[src/inc/adc_cfg_pkg.sv]
// constants for the converter configuration register map and serial port
package adc_cfg_pkg;
	localparam logic [12:0] ADDR_PORT_CFG = 13'h0000;
	localparam logic [12:0] ADDR_DEV_ID = 13'h0001;
	localparam logic [12:0] ADDR_DEV_GRADE = 13'h0002;
	localparam logic [12:0] ADDR_POWER_MODE = 13'h0008;
	localparam logic [12:0] ADDR_GLOBAL_CLOCK = 13'h0009;
	localparam logic [12:0] ADDR_CLOCK_DIV = 13'h000b;
	localparam logic [12:0] ADDR_TEST_PATTERN = 13'h000d;
	localparam logic [12:0] ADDR_OFFSET_TRIM = 13'h0010;
	localparam logic [12:0] ADDR_OUT_FORMAT = 13'h0014;
	localparam logic [12:0] ADDR_OUT_DRIVE = 13'h0015;
	localparam logic [12:0] ADDR_OUT_CLK_PHASE = 13'h0016;
	localparam logic [12:0] ADDR_OUT_CLK_DELAY = 13'h0017;
	localparam logic [12:0] ADDR_INPUT_SPAN = 13'h0018;
	localparam logic [12:0] ADDR_PATTERN_FIRST = 13'h0019;
	localparam logic [12:0] ADDR_PATTERN_LAST = 13'h0020;
	localparam logic [12:0] ADDR_REQ_CONTROL = 13'h003c;
	localparam logic [12:0] ADDR_REQ_TUNING = 13'h003e;
	localparam logic [12:0] ADDR_TRANSFER = 13'h00ff;

	localparam logic [7:0] RST_PORT_CFG = 8'h18;
	localparam logic [7:0] RST_DEV_GRADE = 8'h00;
	localparam logic [7:0] RST_GLOBAL_CLOCK = 8'h01;
	localparam logic [7:0] RST_OUT_FORMAT = 8'h01;
	localparam logic [7:0] RST_REQ_TUNING = 8'h1c;
	localparam logic [7:0] RST_SHADOW = 8'h00;
	localparam logic [7:0] RST_TRANSFER = 8'h00;
	localparam logic [7:0] TRANSFER_CMD = 8'h01;

	// implemented bits of each writable shadowed register
	localparam logic [7:0] MASK_POWER_MODE = 8'h03;
	localparam logic [7:0] MASK_GLOBAL_CLOCK = 8'h01;
	localparam logic [7:0] MASK_CLOCK_DIV = 8'h3f;
	localparam logic [7:0] MASK_TEST_PATTERN = 8'hbf;
	localparam logic [7:0] MASK_OFFSET_TRIM = 8'h3f;
	localparam logic [7:0] MASK_OUT_FORMAT = 8'h17;
	localparam logic [7:0] MASK_OUT_DRIVE = 8'h0f;
	localparam logic [7:0] MASK_OUT_CLK_PHASE = 8'h80;
	localparam logic [7:0] MASK_OUT_CLK_DELAY = 8'h9f;
	localparam logic [7:0] MASK_INPUT_SPAN = 8'h1f;
	localparam logic [7:0] MASK_PATTERN = 8'hff;
	localparam logic [7:0] MASK_REQ_CONTROL = 8'h0f;
	localparam logic [7:0] MASK_REQ_TUNING = 8'h3f;

	// port configuration fields (mirrored nibbles)
	localparam int PORT_LSB_HI = 6;
	localparam int PORT_LSB_LO = 1;
	localparam int PORT_SRST_HI = 5;
	localparam int PORT_SRST_LO = 2;
	localparam logic [7:0] PORT_FIXED_ONES = 8'h18;
	localparam logic [7:0] PORT_WR_MASK = 8'h66;

	localparam logic [1:0] POWER_NORMAL = 2'b00;
	localparam logic [1:0] POWER_FULL_DOWN = 2'b01;
	localparam logic [2:0] DIV_BYPASS = 3'b000;
	localparam logic [3:0] TEST_OFF = 4'b0000;
	localparam logic [3:0] TEST_MIDSCALE_SHORT = 4'b0001;
	localparam logic [3:0] TEST_POS_FULL_SCALE = 4'b0010;

	// field positions in the shadowed bank
	localparam int DIV_RATIO_LSB = 0;
	localparam int DIV_PHASE_LSB = 3;
	localparam int TEST_MODE_LSB = 0;
	localparam int TEST_PN_SHORT_BIT = 4;
	localparam int TEST_PN_LONG_BIT = 5;
	localparam int TEST_SINGLE_BIT = 7;
	localparam int FMT_LSB = 0;
	localparam int FMT_INVERT_BIT = 2;
	localparam int FMT_DISABLE_BIT = 4;
	localparam int CLK_INVERT_BIT = 7;
	localparam int DLY_EN_BIT = 7;
	localparam int REQ_ENABLE_BIT = 0;
	localparam int REQ_MODE_LSB = 1;

	// serial frame
	localparam int INSTR_BITS = 16;
	localparam int RW_BIT = 15;
	localparam int LEN_LSB = 13;
	localparam logic [1:0] LEN_STREAM = 2'b11;
	localparam logic [2:0] GRADE_SPEED_CODE = 3'b000;
	localparam int GRADE_SPEED_LSB = 4;
endpackage : adc_cfg_pkg

[src/hdl/adc_config_register_map.sv]
// serial-port configuration register bank with shadowed function registers
`timescale 1ns/100ps

// What this block does
// RQ1: function registers written into holding copies
// RQ2: writing 0x01 to 0xff applies holding copies
// RQ3: all copied together, transfer bit self-clears
// RQ4: reset reloads every register default
// RQ5: port config 0x18, mirrored nibbles
// RQ6: grade read only, speed code 00
// RQ7: transfer register only bit 0, reset 0x00
// RQ8: power mode 00 normal, 01 power-down
// RQ9: stabilizer enable bit, default on
// RQ10: nonzero divide forces stabilizer on
// RQ11: divider phase delay field, zero to seven
// RQ12: user pattern repeat or single shot
// RQ13: output test mode fixed pattern select
// RQ14: six-bit two's complement offset trim
// RQ15: active-high output disable and invert bit
// RQ16: four-bit output drive current code
// RQ17: output clock delay enable and code
// RQ18: five-bit input span selection code
// RQ19: host ignores unlisted addresses and bits
// RQ20: host writes zero to unused bits
module adc_config_register_map #(
	parameter logic [7:0] DEVICE_ID = 8'h5a // arbitrary identification value
) (
	input wire logic clk,
	input wire logic nrst,
	input wire logic sclk,
	input wire logic csb_n,
	input wire logic sdio_in,
	output logic sdio_out,
	output logic sdio_oe_n,
	output logic power_down,
	output logic [2:0] clock_divide_ratio,
	output logic [2:0] divider_phase_delay,
	output logic stabilizer_active,
	output logic user_pattern_single,
	output logic pn_long_reset,
	output logic pn_short_reset,
	output logic [3:0] output_test_mode,
	output logic [5:0] offset_trim,
	output logic output_disable,
	output logic data_invert,
	output logic [1:0] output_format,
	output logic [3:0] drive_current_code,
	output logic output_data_clock_invert,
	output logic output_data_clock_delay_en,
	output logic [4:0] output_data_clock_delay_code,
	output logic [4:0] full_scale_code,
	output logic [15:0] user_pattern_1,
	output logic [15:0] user_pattern_2,
	output logic [15:0] user_pattern_3,
	output logic [15:0] user_pattern_4,
	output logic requant_enable,
	output logic [2:0] requant_mode,
	output logic [5:0] requant_tuning
);
	typedef enum logic {st_instr, st_data} frame_state_t;

	// implemented bits of a shadowed address, zero where none
	function automatic logic [7:0] bank_mask(input logic [12:0] a);
		logic [7:0] m;
		m = 8'h00;
		if (a >= adc_cfg_pkg::ADDR_PATTERN_FIRST && a <= adc_cfg_pkg::ADDR_PATTERN_LAST) begin
			m = adc_cfg_pkg::MASK_PATTERN;
		end
		unique case (a)
			adc_cfg_pkg::ADDR_POWER_MODE: m = adc_cfg_pkg::MASK_POWER_MODE;
			adc_cfg_pkg::ADDR_GLOBAL_CLOCK: m = adc_cfg_pkg::MASK_GLOBAL_CLOCK;
			adc_cfg_pkg::ADDR_CLOCK_DIV: m = adc_cfg_pkg::MASK_CLOCK_DIV;
			adc_cfg_pkg::ADDR_TEST_PATTERN: m = adc_cfg_pkg::MASK_TEST_PATTERN;
			adc_cfg_pkg::ADDR_OFFSET_TRIM: m = adc_cfg_pkg::MASK_OFFSET_TRIM;
			adc_cfg_pkg::ADDR_OUT_FORMAT: m = adc_cfg_pkg::MASK_OUT_FORMAT;
			adc_cfg_pkg::ADDR_OUT_DRIVE: m = adc_cfg_pkg::MASK_OUT_DRIVE;
			adc_cfg_pkg::ADDR_OUT_CLK_PHASE: m = adc_cfg_pkg::MASK_OUT_CLK_PHASE;
			adc_cfg_pkg::ADDR_OUT_CLK_DELAY: m = adc_cfg_pkg::MASK_OUT_CLK_DELAY;
			adc_cfg_pkg::ADDR_INPUT_SPAN: m = adc_cfg_pkg::MASK_INPUT_SPAN;
			adc_cfg_pkg::ADDR_REQ_CONTROL: m = adc_cfg_pkg::MASK_REQ_CONTROL;
			adc_cfg_pkg::ADDR_REQ_TUNING: m = adc_cfg_pkg::MASK_REQ_TUNING;
			default: ;
		endcase
		return m;
	endfunction : bank_mask

	// power-on value of a shadowed address
	function automatic logic [7:0] bank_default(input logic [5:0] i);
		logic [7:0] v;
		v = adc_cfg_pkg::RST_SHADOW;
		if (i == adc_cfg_pkg::ADDR_GLOBAL_CLOCK[5:0]) begin
			v = adc_cfg_pkg::RST_GLOBAL_CLOCK; // RQ9
		end
		if (i == adc_cfg_pkg::ADDR_OUT_FORMAT[5:0]) begin
			v = adc_cfg_pkg::RST_OUT_FORMAT;
		end
		if (i == adc_cfg_pkg::ADDR_REQ_TUNING[5:0]) begin
			v = adc_cfg_pkg::RST_REQ_TUNING;
		end
		return v;
	endfunction : bank_default

	logic [7:0] shadow_reg [0:63];
	logic [7:0] active_reg [0:63];
	logic [7:0] port_cfg_reg;
	logic transfer_reg;
	logic soft_reset_reg;

	logic sclk_meta_reg, sclk_sync_reg, sclk_prev_reg;
	logic csb_meta_reg, csb_sync_reg;
	logic sdio_meta_reg, sdio_sync_reg;

	frame_state_t state_reg;
	logic [4:0] bit_cnt_reg;
	logic [15:0] shift_reg;
	logic [7:0] tx_reg;
	logic [12:0] addr_reg;
	logic is_read_reg;
	logic [1:0] len_reg;
	logic [1:0] byte_cnt_reg;

	logic sclk_rise, sclk_fall, lsb_first;
	logic [15:0] shift_next;
	logic [7:0] rx_byte;
	logic instr_done, byte_done, wr_strobe;
	logic [12:0] addr_next;

	// pin inputs pass two flops before use
	always_ff @(posedge clk or negedge nrst) begin
		if (!nrst) begin
			sclk_meta_reg <= 1'b0;
			sclk_sync_reg <= 1'b0;
			sclk_prev_reg <= 1'b0;
			csb_meta_reg <= 1'b1;
			csb_sync_reg <= 1'b1;
			sdio_meta_reg <= 1'b0;
			sdio_sync_reg <= 1'b0;
		end else begin
			sclk_meta_reg <= sclk;
			sclk_sync_reg <= sclk_meta_reg;
			sclk_prev_reg <= sclk_sync_reg;
			csb_meta_reg <= csb_n;
			csb_sync_reg <= csb_meta_reg;
			sdio_meta_reg <= sdio_in;
			sdio_sync_reg <= sdio_meta_reg;
		end
	end

	assign sclk_rise = !csb_sync_reg && sclk_sync_reg && !sclk_prev_reg;
	assign sclk_fall = !csb_sync_reg && !sclk_sync_reg && sclk_prev_reg;
	assign lsb_first = port_cfg_reg[adc_cfg_pkg::PORT_LSB_HI]; // RQ5

	always_comb begin
		if (lsb_first) begin
			shift_next = {sdio_sync_reg, shift_reg[15:1]};
			rx_byte = shift_next[15:8];
		end else begin
			shift_next = {shift_reg[14:0], sdio_sync_reg};
			rx_byte = shift_next[7:0];
		end
	end

	assign instr_done = sclk_rise && state_reg == st_instr
		&& bit_cnt_reg == 5'(adc_cfg_pkg::INSTR_BITS - 1);
	assign byte_done = sclk_rise && state_reg == st_data && bit_cnt_reg == 5'd7;
	assign wr_strobe = byte_done && !is_read_reg;
	// address runs downward in msb-first mode, upward in lsb-first mode
	assign addr_next = lsb_first ? addr_reg + 13'd1 : addr_reg - 13'd1;

	// read value of any address; unlisted locations read zero
	function automatic logic [7:0] read_value(input logic [12:0] a, input logic [7:0] pcfg,
		input logic xfer, input logic [7:0] sh);
		logic [7:0] v;
		v = sh & bank_mask(a);
		unique case (a)
			adc_cfg_pkg::ADDR_PORT_CFG: v = pcfg;
			adc_cfg_pkg::ADDR_DEV_ID: v = DEVICE_ID;
			adc_cfg_pkg::ADDR_DEV_GRADE: v = adc_cfg_pkg::RST_DEV_GRADE
				| 8'({adc_cfg_pkg::GRADE_SPEED_CODE[1:0]} << adc_cfg_pkg::GRADE_SPEED_LSB); // RQ6
			adc_cfg_pkg::ADDR_TRANSFER: v = {7'h00, xfer}; // RQ7
			default: ;
		endcase
		return v;
	endfunction : read_value

	// frame sequencing: instruction, then data bytes until count or chip select
	always_ff @(posedge clk or negedge nrst) begin
		if (!nrst) begin
			state_reg <= st_instr;
			bit_cnt_reg <= 5'd0;
			shift_reg <= 16'h0000;
			addr_reg <= 13'h0000;
			is_read_reg <= 1'b0;
			len_reg <= 2'b00;
			byte_cnt_reg <= 2'b00;
		end else if (csb_sync_reg) begin
			state_reg <= st_instr;
			bit_cnt_reg <= 5'd0;
			byte_cnt_reg <= 2'b00;
		end else if (sclk_rise) begin
			shift_reg <= shift_next;
			if (instr_done) begin
				state_reg <= st_data;
				bit_cnt_reg <= 5'd0;
				is_read_reg <= shift_next[adc_cfg_pkg::RW_BIT];
				len_reg <= shift_next[adc_cfg_pkg::LEN_LSB +: 2];
				addr_reg <= shift_next[12:0];
				byte_cnt_reg <= 2'b00;
			end else if (byte_done) begin
				bit_cnt_reg <= 5'd0;
				addr_reg <= addr_next;
				byte_cnt_reg <= byte_cnt_reg + 2'd1;
				if (len_reg != adc_cfg_pkg::LEN_STREAM && byte_cnt_reg == len_reg) begin
					state_reg <= st_instr;
				end
			end else begin
				bit_cnt_reg <= bit_cnt_reg + 5'd1;
			end
		end
	end

	// read data: loaded at each byte boundary, shifted out on falling edges
	always_ff @(posedge clk or negedge nrst) begin
		if (!nrst) begin
			tx_reg <= 8'h00;
			sdio_out <= 1'b0;
			sdio_oe_n <= 1'b1;
		end else if (csb_sync_reg) begin
			sdio_oe_n <= 1'b1;
		end else if (instr_done) begin
			tx_reg <= read_value(shift_next[12:0], port_cfg_reg, transfer_reg,
				shadow_reg[shift_next[5:0]]);
		end else if (byte_done) begin
			tx_reg <= read_value(addr_next, port_cfg_reg, transfer_reg, shadow_reg[addr_next[5:0]]);
			if (len_reg != adc_cfg_pkg::LEN_STREAM && byte_cnt_reg == len_reg) begin
				sdio_oe_n <= 1'b1;
			end
		end else if (sclk_fall && state_reg == st_data && is_read_reg) begin
			sdio_oe_n <= 1'b0;
			sdio_out <= lsb_first ? tx_reg[0] : tx_reg[7];
			tx_reg <= lsb_first ? {1'b0, tx_reg[7:1]} : {tx_reg[6:0], 1'b0};
		end
	end

	// port configuration: written at once, soft reset bit requests a full reload
	always_ff @(posedge clk or negedge nrst) begin
		if (!nrst) begin
			port_cfg_reg <= adc_cfg_pkg::RST_PORT_CFG; // RQ4
			soft_reset_reg <= 1'b0;
		end else if (soft_reset_reg) begin
			port_cfg_reg <= adc_cfg_pkg::RST_PORT_CFG; // RQ4
			soft_reset_reg <= 1'b0;
		end else if (wr_strobe && addr_reg == adc_cfg_pkg::ADDR_PORT_CFG) begin
			// either mirrored half sets both halves
			port_cfg_reg <= adc_cfg_pkg::PORT_FIXED_ONES
				| (8'(rx_byte[adc_cfg_pkg::PORT_LSB_HI] | rx_byte[adc_cfg_pkg::PORT_LSB_LO])
					* 8'h42); // RQ5
			soft_reset_reg <= rx_byte[adc_cfg_pkg::PORT_SRST_HI]
				| rx_byte[adc_cfg_pkg::PORT_SRST_LO]; // RQ5
		end
	end

	// transfer bit: set by command, cleared on the same clock edge as the copy
	always_ff @(posedge clk or negedge nrst) begin
		if (!nrst) begin
			transfer_reg <= adc_cfg_pkg::RST_TRANSFER[0]; // RQ7
		end else if (soft_reset_reg) begin
			transfer_reg <= adc_cfg_pkg::RST_TRANSFER[0];
		end else if (wr_strobe && addr_reg == adc_cfg_pkg::ADDR_TRANSFER
			&& rx_byte == adc_cfg_pkg::TRANSFER_CMD) begin
			transfer_reg <= 1'b1; // RQ2
		end else begin
			transfer_reg <= 1'b0; // RQ3
		end
	end

	// holding copies take host writes
	always_ff @(posedge clk or negedge nrst) begin
		if (!nrst) begin
			for (int i = 0; i < 64; i++) begin
				shadow_reg[i] <= bank_default(6'(i)); // RQ4
			end
		end else if (soft_reset_reg) begin
			for (int i = 0; i < 64; i++) begin
				shadow_reg[i] <= bank_default(6'(i));
			end
		end else if (wr_strobe && bank_mask(addr_reg) != 8'h00) begin
			shadow_reg[addr_reg[5:0]] <= rx_byte & bank_mask(addr_reg); // RQ1
		end
	end

	// active copies change only on reset, transfer or soft reset, all in the same cycle
	always_ff @(posedge clk or negedge nrst) begin
		if (!nrst) begin
			for (int i = 0; i < 64; i++) begin
				active_reg[i] <= bank_default(6'(i)); // RQ4
			end
		end else if (soft_reset_reg) begin
			for (int i = 0; i < 64; i++) begin
				active_reg[i] <= bank_default(6'(i));
			end
		end else if (transfer_reg) begin
			for (int i = 0; i < 64; i++) begin
				active_reg[i] <= shadow_reg[i]; // RQ3
			end
		end
	end

	// settings seen by the converter, all from active copies
	always_ff @(posedge clk or negedge nrst) begin
		if (!nrst) begin
			power_down <= 1'b0;
			clock_divide_ratio <= adc_cfg_pkg::DIV_BYPASS;
			divider_phase_delay <= 3'b000;
			stabilizer_active <= adc_cfg_pkg::RST_GLOBAL_CLOCK[0];
			user_pattern_single <= 1'b0;
			pn_long_reset <= 1'b0;
			pn_short_reset <= 1'b0;
			output_test_mode <= adc_cfg_pkg::TEST_OFF;
			offset_trim <= 6'h00;
			output_disable <= 1'b0;
			data_invert <= 1'b0;
			output_format <= adc_cfg_pkg::RST_OUT_FORMAT[1:0];
			drive_current_code <= 4'h0;
			output_data_clock_invert <= 1'b0;
			output_data_clock_delay_en <= 1'b0;
			output_data_clock_delay_code <= 5'h00;
			full_scale_code <= 5'h00;
			user_pattern_1 <= 16'h0000;
			user_pattern_2 <= 16'h0000;
			user_pattern_3 <= 16'h0000;
			user_pattern_4 <= 16'h0000;
			requant_enable <= 1'b0;
			requant_mode <= 3'b000;
			requant_tuning <= adc_cfg_pkg::RST_REQ_TUNING[5:0];
		end else begin
			power_down <= active_reg[adc_cfg_pkg::ADDR_POWER_MODE[5:0]][1:0]
				== adc_cfg_pkg::POWER_FULL_DOWN; // RQ8
			clock_divide_ratio <= active_reg[adc_cfg_pkg::ADDR_CLOCK_DIV[5:0]]
				[adc_cfg_pkg::DIV_RATIO_LSB +: 3];
			divider_phase_delay <= active_reg[adc_cfg_pkg::ADDR_CLOCK_DIV[5:0]]
				[adc_cfg_pkg::DIV_PHASE_LSB +: 3]; // RQ11
			stabilizer_active <= active_reg[adc_cfg_pkg::ADDR_GLOBAL_CLOCK[5:0]][0] // RQ9
				|| active_reg[adc_cfg_pkg::ADDR_CLOCK_DIV[5:0]][adc_cfg_pkg::DIV_RATIO_LSB +: 3]
					!= adc_cfg_pkg::DIV_BYPASS; // RQ10
			user_pattern_single <= active_reg[adc_cfg_pkg::ADDR_TEST_PATTERN[5:0]]
				[adc_cfg_pkg::TEST_SINGLE_BIT]; // RQ12
			pn_long_reset <= active_reg[adc_cfg_pkg::ADDR_TEST_PATTERN[5:0]]
				[adc_cfg_pkg::TEST_PN_LONG_BIT];
			pn_short_reset <= active_reg[adc_cfg_pkg::ADDR_TEST_PATTERN[5:0]]
				[adc_cfg_pkg::TEST_PN_SHORT_BIT];
			output_test_mode <= active_reg[adc_cfg_pkg::ADDR_TEST_PATTERN[5:0]]
				[adc_cfg_pkg::TEST_MODE_LSB +: 4]; // RQ13
			offset_trim <= active_reg[adc_cfg_pkg::ADDR_OFFSET_TRIM[5:0]][5:0]; // RQ14
			output_disable <= active_reg[adc_cfg_pkg::ADDR_OUT_FORMAT[5:0]]
				[adc_cfg_pkg::FMT_DISABLE_BIT]; // RQ15
			data_invert <= active_reg[adc_cfg_pkg::ADDR_OUT_FORMAT[5:0]]
				[adc_cfg_pkg::FMT_INVERT_BIT]; // RQ15
			output_format <= active_reg[adc_cfg_pkg::ADDR_OUT_FORMAT[5:0]][adc_cfg_pkg::FMT_LSB +: 2];
			drive_current_code <= active_reg[adc_cfg_pkg::ADDR_OUT_DRIVE[5:0]][3:0]; // RQ16
			output_data_clock_invert <= active_reg[adc_cfg_pkg::ADDR_OUT_CLK_PHASE[5:0]]
				[adc_cfg_pkg::CLK_INVERT_BIT];
			output_data_clock_delay_en <= active_reg[adc_cfg_pkg::ADDR_OUT_CLK_DELAY[5:0]]
				[adc_cfg_pkg::DLY_EN_BIT]; // RQ17
			output_data_clock_delay_code <= active_reg[adc_cfg_pkg::ADDR_OUT_CLK_DELAY[5:0]][4:0];
			full_scale_code <= active_reg[adc_cfg_pkg::ADDR_INPUT_SPAN[5:0]][4:0]; // RQ18
			user_pattern_1 <= {active_reg[6'h1a], active_reg[6'h19]};
			user_pattern_2 <= {active_reg[6'h1c], active_reg[6'h1b]};
			user_pattern_3 <= {active_reg[6'h1e], active_reg[6'h1d]};
			user_pattern_4 <= {active_reg[6'h20], active_reg[6'h1f]};
			requant_enable <= active_reg[adc_cfg_pkg::ADDR_REQ_CONTROL[5:0]]
				[adc_cfg_pkg::REQ_ENABLE_BIT];
			requant_mode <= active_reg[adc_cfg_pkg::ADDR_REQ_CONTROL[5:0]]
				[adc_cfg_pkg::REQ_MODE_LSB +: 3];
			requant_tuning <= active_reg[adc_cfg_pkg::ADDR_REQ_TUNING[5:0]][5:0];
		end
	end
endmodule : adc_config_register_map

[config.mk]
export PLATFORM = sky130hd
export DESIGN_NAME = adc_config_register_map
export DESIGN_NICKNAME = d
export VERILOG_FILES = /design/src/inc/adc_cfg_pkg.sv /design/src/hdl/adc_config_register_map.sv
export SDC_FILE = /design/constraint.sdc
export NUM_CORES = 2
export LEC_CHECK = 0
export ABC_AREA = 0
export BUFFER_PORTS_ARGS = -buffer_cell sky130_fd_sc_hd__buf_4
export CORE_UTILIZATION = 52
export CTS_CLUSTER_SIZE = 16
export DETAILED_ROUTE_END_ITERATION = 16
export PLACE_DENSITY_LB_ADDON = 0.08
export SYNTH_ARGS = -nofsm -noshare
export SYNTH_HDL_FRONTEND = slang
export SYNTH_SLANG_ARGS = --single-unit
[constraint.sdc]
create_clock -name clk -period 4.4 [get_ports clk]
set_input_delay 1.32 -clock clk [delete_from_list [all_inputs] [get_ports clk]]
set_output_delay 1.32 -clock clk [all_outputs]
set_load 0.01 [all_outputs]
# After elaboration in Yosys (flattened, before gate mapping)
# Index checks and enable logic that the tools add are counted.
dict set report totals {
  wordCells 322
  register_bits 821
  output_inout_bits 117
}
dict set report classes {
  bitwise_logic 12
  muxes 63
  n_eq_ne 51
  reduce_logical 53
  n_lt_le_gt_ge 10
  n_addsub 4
  multipliers 1
}
# operator count
set op_table {}
lappend op_table {{two-way mux 512 bit} 2}
lappend op_table {{two-way mux 442 bit} 2}
lappend op_table {{bitwise mux 512 bit} 1}
lappend op_table {{== test 13 x 5 -> 1 bit, second input constant} 18}
lappend op_table {{one-hot mux 8 bit (9 select lines)} 3}
lappend op_table {{two-way mux 8 bit} 23}
lappend op_table {{== test 13 x 4 -> 1 bit, second input constant} 12}
lappend op_table {{binary-select mux 8 bit (select 6 bit)} 2}
lappend op_table {{== test 13 x 6 -> 1 bit, second input constant} 6}
lappend op_table {{one-hot mux 8 bit (4 select lines)} 2}
lappend op_table {{demux 8 bit (select 6 bit)} 1}
lappend op_table {{== test 13 x 8 -> 1 bit, second input constant} 3}
lappend op_table {{greater-or-equal comparator 13 x 5 -> 1 bit, second input constant} 3}
lappend op_table {{<= comparator 13 x 6 -> 1 bit, second input constant} 3}
lappend op_table {{zero test 13 bit} 3}
lappend op_table {{two-way mux 13 bit} 3}
lappend op_table {{== test 13 x 1 -> 1 bit, second input constant} 2}
lappend op_table {{== test 13 x 2 -> 1 bit, second input constant} 2}
lappend op_table {{AND 8 bit} 3}
lappend op_table {{greater-or-equal comparator 7 bit, second input constant} 3}
lappend op_table {{NOT 6 -> 7 bit} 3}
lappend op_table {{logical AND 1 bit} 20}
lappend op_table {{two-way mux 5 bit} 4}
lappend op_table {{two-way mux 16 bit} 1}
lappend op_table {{other kinds (27)} 69}

# Depth between registers and ports, before layout
dict set report logic_depth {
  word_depth 13
  depth_mapped 20
  mapped_depth_nobuf 11
}

# Worst setup path before layout
# OpenSTA, ideal clock, no wires.
dict set report synth_path {
  path_type {register to register}
  startpoint {reg addr_reg[0]}
  endpoint {reg tx_reg[4]}
  stages_incl_launch_ff 19
  setup_ns 0.124
  arrival_time_ns 4.453
  synth_period_minus_slack_ns 4.577
  setup_slack_ns -0.177
  path_cell_list {dfrtp_1 -> buf_4 -> buf_2 -> buf_4 -> buf_4 -> clkinv_1 -> clkbuf_1 -> fa_1 -> buf_2 -> inv_1 -> buf_2 -> clkbuf_1 -> mux4_2 -> mux4_2 -> mux2i_1 -> mux2_2 -> a2111oi_0 -> o211ai_1 -> nand2_1}
}
dict set report synth_between {
  elab_chain_cells 13
  elab_cells_between_ends 37
  classes_between {add/sub (2); order compare (2); eq/ne (15); mux (12); bitwise (2); reduce/logical (4)}
}
# element line
set synth_lines {}
lappend synth_lines {{start, declared} adc_config_register_map.sv:117} ;# logic [12:0] addr_reg;
lappend synth_lines {{start signal, assigned} adc_config_register_map.sv:207} ;# addr_reg <= shift_next[12:0];
lappend synth_lines {{start signal, assigned} adc_config_register_map.sv:211} ;# addr_reg <= addr_next;
lappend synth_lines {{subtractor 13 x 1 -> 13 bit or adder 13 x 1 -> 13 bit (tied branches)} adc_config_register_map.sv:168} ;# assign addr_next = lsb_first ? addr_reg + 13'd1 : addr_reg - 13'd1;
lappend synth_lines {{two-way mux 13 bit *} adc_config_register_map.sv:168}
lappend synth_lines {{greater-or-equal comparator 13 x 5 -> 1 bit or <= comparator 13 x 6 -> 1 bit (tied branches)} adc_config_register_map.sv:66} ;# if (a >= adc_cfg_pkg::ADDR_PATTERN_FIRST && a <= adc_cfg_pkg::ADDR_PATTERN_LAST) begin
lappend synth_lines {{logical AND 1 bit} adc_config_register_map.sv:66}
lappend synth_lines {{two-way mux 8 bit} adc_config_register_map.sv:66}
lappend synth_lines {{one-hot mux 8 bit (9 select lines)} adc_config_register_map.sv:69} ;# unique case (a)
lappend synth_lines {{two-way mux 8 bit} adc_config_register_map.sv:233} ;# end else if (byte_done) begin
lappend synth_lines {{two-way mux 8 bit} adc_config_register_map.sv:230} ;# end else if (instr_done) begin
lappend synth_lines {{two-way mux 8 bit} adc_config_register_map.sv:228} ;# end else if (csb_sync_reg) begin
lappend synth_lines {{AND 8 bit} adc_config_register_map.sv:174} ;# v = sh & bank_mask(a);
lappend synth_lines {{one-hot mux 8 bit (4 select lines) *} adc_config_register_map.sv:175} ;# unique case (a)
lappend synth_lines {{two-way mux 8 bit *} adc_config_register_map.sv:233}
lappend synth_lines {{two-way mux 8 bit *} adc_config_register_map.sv:230}
lappend synth_lines {{end signal, assigned} adc_config_register_map.sv:231} ;# tx_reg <= read_value(shift_next[12:0], port_cfg_reg, transfer_reg,
lappend synth_lines {{end signal, assigned} adc_config_register_map.sv:234} ;# tx_reg <= read_value(addr_next, port_cfg_reg, transfer_reg, shadow_reg[addr_next[5:0]]);
lappend synth_lines {{end signal, assigned} adc_config_register_map.sv:241} ;# tx_reg <= lsb_first ? {1'b0, tx_reg[7:1]} : {tx_reg[6:0], 1'b0};
lappend synth_lines {{end, declared} adc_config_register_map.sv:116} ;# logic [7:0] tx_reg;
# Mark *: on every way between the ends. The rest lies on a longest branch, timed or not. The select of a mux whose other input is x is not followed.
# A chain may end at the register's enable or synchronous reset.

# Worst setup path in the final report
dict set report layout_path {
  startpoint {reg port_cfg_reg[6]}
  endpoint {reg tx_reg[4]}
}
dict set report layout_between {
  elab_chain_cells 12
  elab_cells_between_ends 69
  classes_between {order compare (4); eq/ne (30); mux (23); bitwise (4); reduce/logical (8)}
}
# element line
set layout_lines {}
lappend layout_lines {{start, declared} adc_config_register_map.sv:105} ;# logic [7:0] port_cfg_reg;
lappend layout_lines {{start signal, assigned} adc_config_register_map.sv:248} ;# port_cfg_reg <= adc_cfg_pkg::RST_PORT_CFG;
lappend layout_lines {{start signal, assigned} adc_config_register_map.sv:251} ;# port_cfg_reg <= adc_cfg_pkg::RST_PORT_CFG;
lappend layout_lines {{start signal, assigned} adc_config_register_map.sv:255} ;# port_cfg_reg <= adc_cfg_pkg::PORT_FIXED_ONES
lappend layout_lines {{two-way mux 13 bit} adc_config_register_map.sv:168}
lappend layout_lines {{greater-or-equal comparator 13 x 5 -> 1 bit or <= comparator 13 x 6 -> 1 bit (tied branches)} adc_config_register_map.sv:66}
lappend layout_lines {{logical AND 1 bit} adc_config_register_map.sv:66}
lappend layout_lines {{two-way mux 8 bit} adc_config_register_map.sv:66}
lappend layout_lines {{one-hot mux 8 bit (9 select lines)} adc_config_register_map.sv:69}
lappend layout_lines {{two-way mux 8 bit} adc_config_register_map.sv:233}
lappend layout_lines {{two-way mux 8 bit} adc_config_register_map.sv:230}
lappend layout_lines {{two-way mux 8 bit} adc_config_register_map.sv:228}
lappend layout_lines {{AND 8 bit} adc_config_register_map.sv:174}
lappend layout_lines {{one-hot mux 8 bit (4 select lines)} adc_config_register_map.sv:175}
lappend layout_lines {{two-way mux 8 bit} adc_config_register_map.sv:233}
lappend layout_lines {{two-way mux 8 bit *} adc_config_register_map.sv:230}
# Marked as above.

==> results.py <==
metrics = {
    "layout": {
        "final_common_cell": "dfrtp_1",
        "fillers": 5949,
        "final_util_pct": 60.8,
        "layout.nets": 3805,
        "largest_register_ffs": 512,
        "final_cell_mix": "dfrtp_1, nand2_1, nor2b_1",
        "drive_above_1_share_pct": 17.7,
        "diodes": 0,
        "area.growth.synth_to_final_pct": 15.1,
    },
    "yosys": {
        "ys_async_sr_fraction_pct": 100,
        "yosys_warnings": 0,
        "synth_top_area_share_pct": 50.6,
        "netlist_top_cells_area": "dfrtp_1, mux4_2, nor2b_1",
        "yosysSeqAreaShare_pct": 51.8,
        "syn_area_per_cell_um2": 10.6,
        "synth_ff_type": "dfrtp_1",
        "yosysUniqueCellTypes": 94,
        "synth.net_count": 3684,
        "netlist_area_mm2": 0.0388,
        "synth_cells": 3661,
        "yosys.area.top_type": "dfrtp_1",
        "synth_edf_count": 0,
        "ys_ff_latch": 803,
    },
    "clock_tree": {
        "cts_sinks": 803,
        "numCtsBuffers": 88,
        "cts_setup_buffers": 0,
        "insertion_delay_ps": 670,
        "clockBufferDepth": 3,
        "postCtsResizedCells": 0,
        "htreeDepth": 3,
        "clock-root-buffer": "clkbuf_16",
        "holdBufCountCts": 0,
        "clk_pin_slew_ps": 70,
        "cts_tree": "yes",
    },
    "route": {
        "drt-pass1-iter-count": 6,
        "vias": 30900,
        "wire_per_inst_um": 27.9,
        "wl_met3_um": 12400,
        "met1Wirelength_um": 55600,
        "drt-total-wl_um": 134000,
        "drc_errors": 0,
        "postRouteAntennaNets": 0,
        "viasPerCell": 6.41,
        "top_layer": "met5",
        "met2RoutedLength_um": 59600,
        "drtIter0Drc": 3842,
    },
    "floorplan": {
        "die-area_mm2": 0.0758,
        "coreArea_mm2": 0.0735,
        "rows": 99,
        "io_pins": 122,
        "initial_core_util_pct": 52.9,
        "die_h_um": 275,
        "die_w_um": 275,
    },
    "global_routing": {
        "grt-ovfl-total": 0,
        "grt_max_degree": 128,
        "grt_usage_pct": 35.9,
        "grt_pass1_vias": 30000,
        "grt_pass1_wl_um": 201000,
        "antenna_found_initial": 4,
    },
    "timing": {
        "tightest_slew_ps": 1200,
        "fin_crit_ps": 4270,
        "maxSlewViolCount": 0,
        "hold_violations": 0,
        "finClkSkew_ps": 24.0,
        "setup_viol": 0,
        "fin_tns_setup_ps": 0,
        "fin_crit_sh_pct": 97.0,
        "rsz0062_at_grt": "false",
        "timing.fmax_ghz": 0.234,
        "slew_headroom_pct": 20.0,
    },
    "setup_path": {
        "rrSetupSlack_ps": 130,
        "worstPathCellList": "inv_1 -> buf_4 -> ha_1 -> a211oi_4 -> o21ba_2 -> or2_2 -> buf_4 -> mux4_2 -> mux2i_1 -> mux2_2 -> a2111oi_0 -> o211ai_1 -> nand2_1",
        "rr_worst_depth": 13,
        "cpMostUsedCell": "buf_4",
        "worstPathBufferInverterCount": 3,
        "critPathCaptureType": "flip-flop",
        "worst_path_dominant_cell_family": "multiplexers",
        "required_ps": 4940,
        "rr_startpoint": "port_cfg_reg[6]",
        "cp.arrival_ps": 4810,
        "rr_endpoint": "tx_reg[4]",
        "cp_slowest_cell": "mux4_2",
        "crit_fanout": 22,
        "cpPeakStageDelay_ps": 560,
        "critPathKind": "flip-flop to flip-flop",
        "crit_path_start_kind": "flip-flop",
    },
    "worst_hold_path": {
        "holdPathEnd": "sdio_sync_reg",
        "worst_hold_path.num_cells": 0,
        "min_path_type": "flip-flop to flip-flop",
        "hold_path_startpoint": "sdio_meta_reg",
    },
    "status": {
        "status": "completed",
    },
    "placed_design": {
        "place_congestion": 1.03,
        "hpwl_um": 92800,
        "io_buffers": 121,
    },
    "power_and_ir_drop": {
        "p_per_area_mw_per_mm2": 374,
        "leakage_uw": 0.0204,
        "peakVddDrop_uv": 340,
    },
    "job": {
        "maxCapViolCount": 0,
    },
}
[per-stage QoR]
step / area [µm²] / cells / setup slack, ps / total power, µW / hold WS (ps)
CTS: 44700 / 4813 / 222 / 16800 / 352
finish: 44700 / 4813 / 130 / 16700 / 351
global route: 44700 / 4813 / 55.1 / 17200 / 366
global placement: 41600 / 4651 / 330 / 9000 / 331
detailed placement: 41600 / 4651 / 249 / 9000 / 336
floorplan: 38800 / 3661 / 39.5 / 8190 / 331
[cells by family (layout without fill, tap and decap cells)]
kind of cell	Yosys count	in the layout	synth area share, %
muxes	345	345	14.2
DFF	803	803	51.8
AOI/OAI and AO/OA	572	572	9.40
buffers and inverters	290	483	3.21
adders and majority gates	18	18	0.599
xor gates and xnor gates	19	19	0.448
and+or+nand+nor	1614	1614	20.3
[layout make-up]
cell class	instances	area [µm²]	area share, %
clock buffers	126	2550	5.70
clock inverters	36	533	1.19
inverters	18	67.6	0.151
multi-input cells	2568	17600	39.4
flip-flops and latches	803	20100	45.1
well taps	959	1200	2.69
repair buffers	303	2580	5.78
[synthesized netlist by cell type, types with 6 or more instances]
| library cell | number |
|---|---|
| a211o_1 | 12 |
| a211oi_1 | 19 |
| a21oi_1 | 174 |
| a22oi_1 | 24 |
| a311oi_1 | 28 |
| a31oi_1 | 24 |
| and2_1 | 50 |
| and3_1 | 35 |
| buf_1 | 25 |
| buf_2 | 74 |
| buf_4 | 11 |
| clkbuf_1 | 159 |
| dfrtp_1 | 785 |
| dfstp_2 | 18 |
| ha_1 | 17 |
| inv_1 | 16 |
| mux2i_1 | 174 |
| mux4_2 | 164 |
| nand2_1 | 574 |
| nand2b_1 | 18 |
| nand3_1 | 157 |
| nand3b_1 | 6 |
| nand4_1 | 21 |
| nor2_1 | 261 |
| nor2b_1 | 374 |
| nor3_1 | 34 |
| nor3b_1 | 10 |
| nor4_1 | 19 |
| o2111ai_1 | 6 |
| o211ai_1 | 23 |
| o21ai_0 | 134 |
| o21ai_1 | 6 |
| o221ai_1 | 16 |
| o22ai_1 | 21 |
| o31ai_1 | 10 |
| or2_2 | 8 |
| or3_1 | 13 |
| or4_1 | 7 |
| xnor2_1 | 10 |
| xor2_1 | 8 |
[routing by layer]
layer	up-vias	track usage [%]
met5	-	0
met4	2	15.9
met3	315	8.00
met2	1628	53.3
met1	15800	51.0
li1	13100	-
[where the power goes]
group          switching (µW)  internal, µW
logic                    1020           405
clock network            3180          4600
registers                72.6          7410
[worst max path at each step]
stage               startpoint        end  slack [ps]  depth (start not counted)
4_1_cts        port_cfg_reg[6]  tx_reg[0]         220                         13
3_3_place_gp   port_cfg_reg[6]  tx_reg[0]         330                         13
6_report       port_cfg_reg[6]  tx_reg[4]         130                         13
2_1_floorplan      addr_reg[0]  tx_reg[7]          40                         17
5_1_grt        port_cfg_reg[6]  tx_reg[0]          60                         13
3_5_place_dp   port_cfg_reg[6]  tx_reg[0]         250                         13
Note: power is estimated with default switching activity, not from simulation.
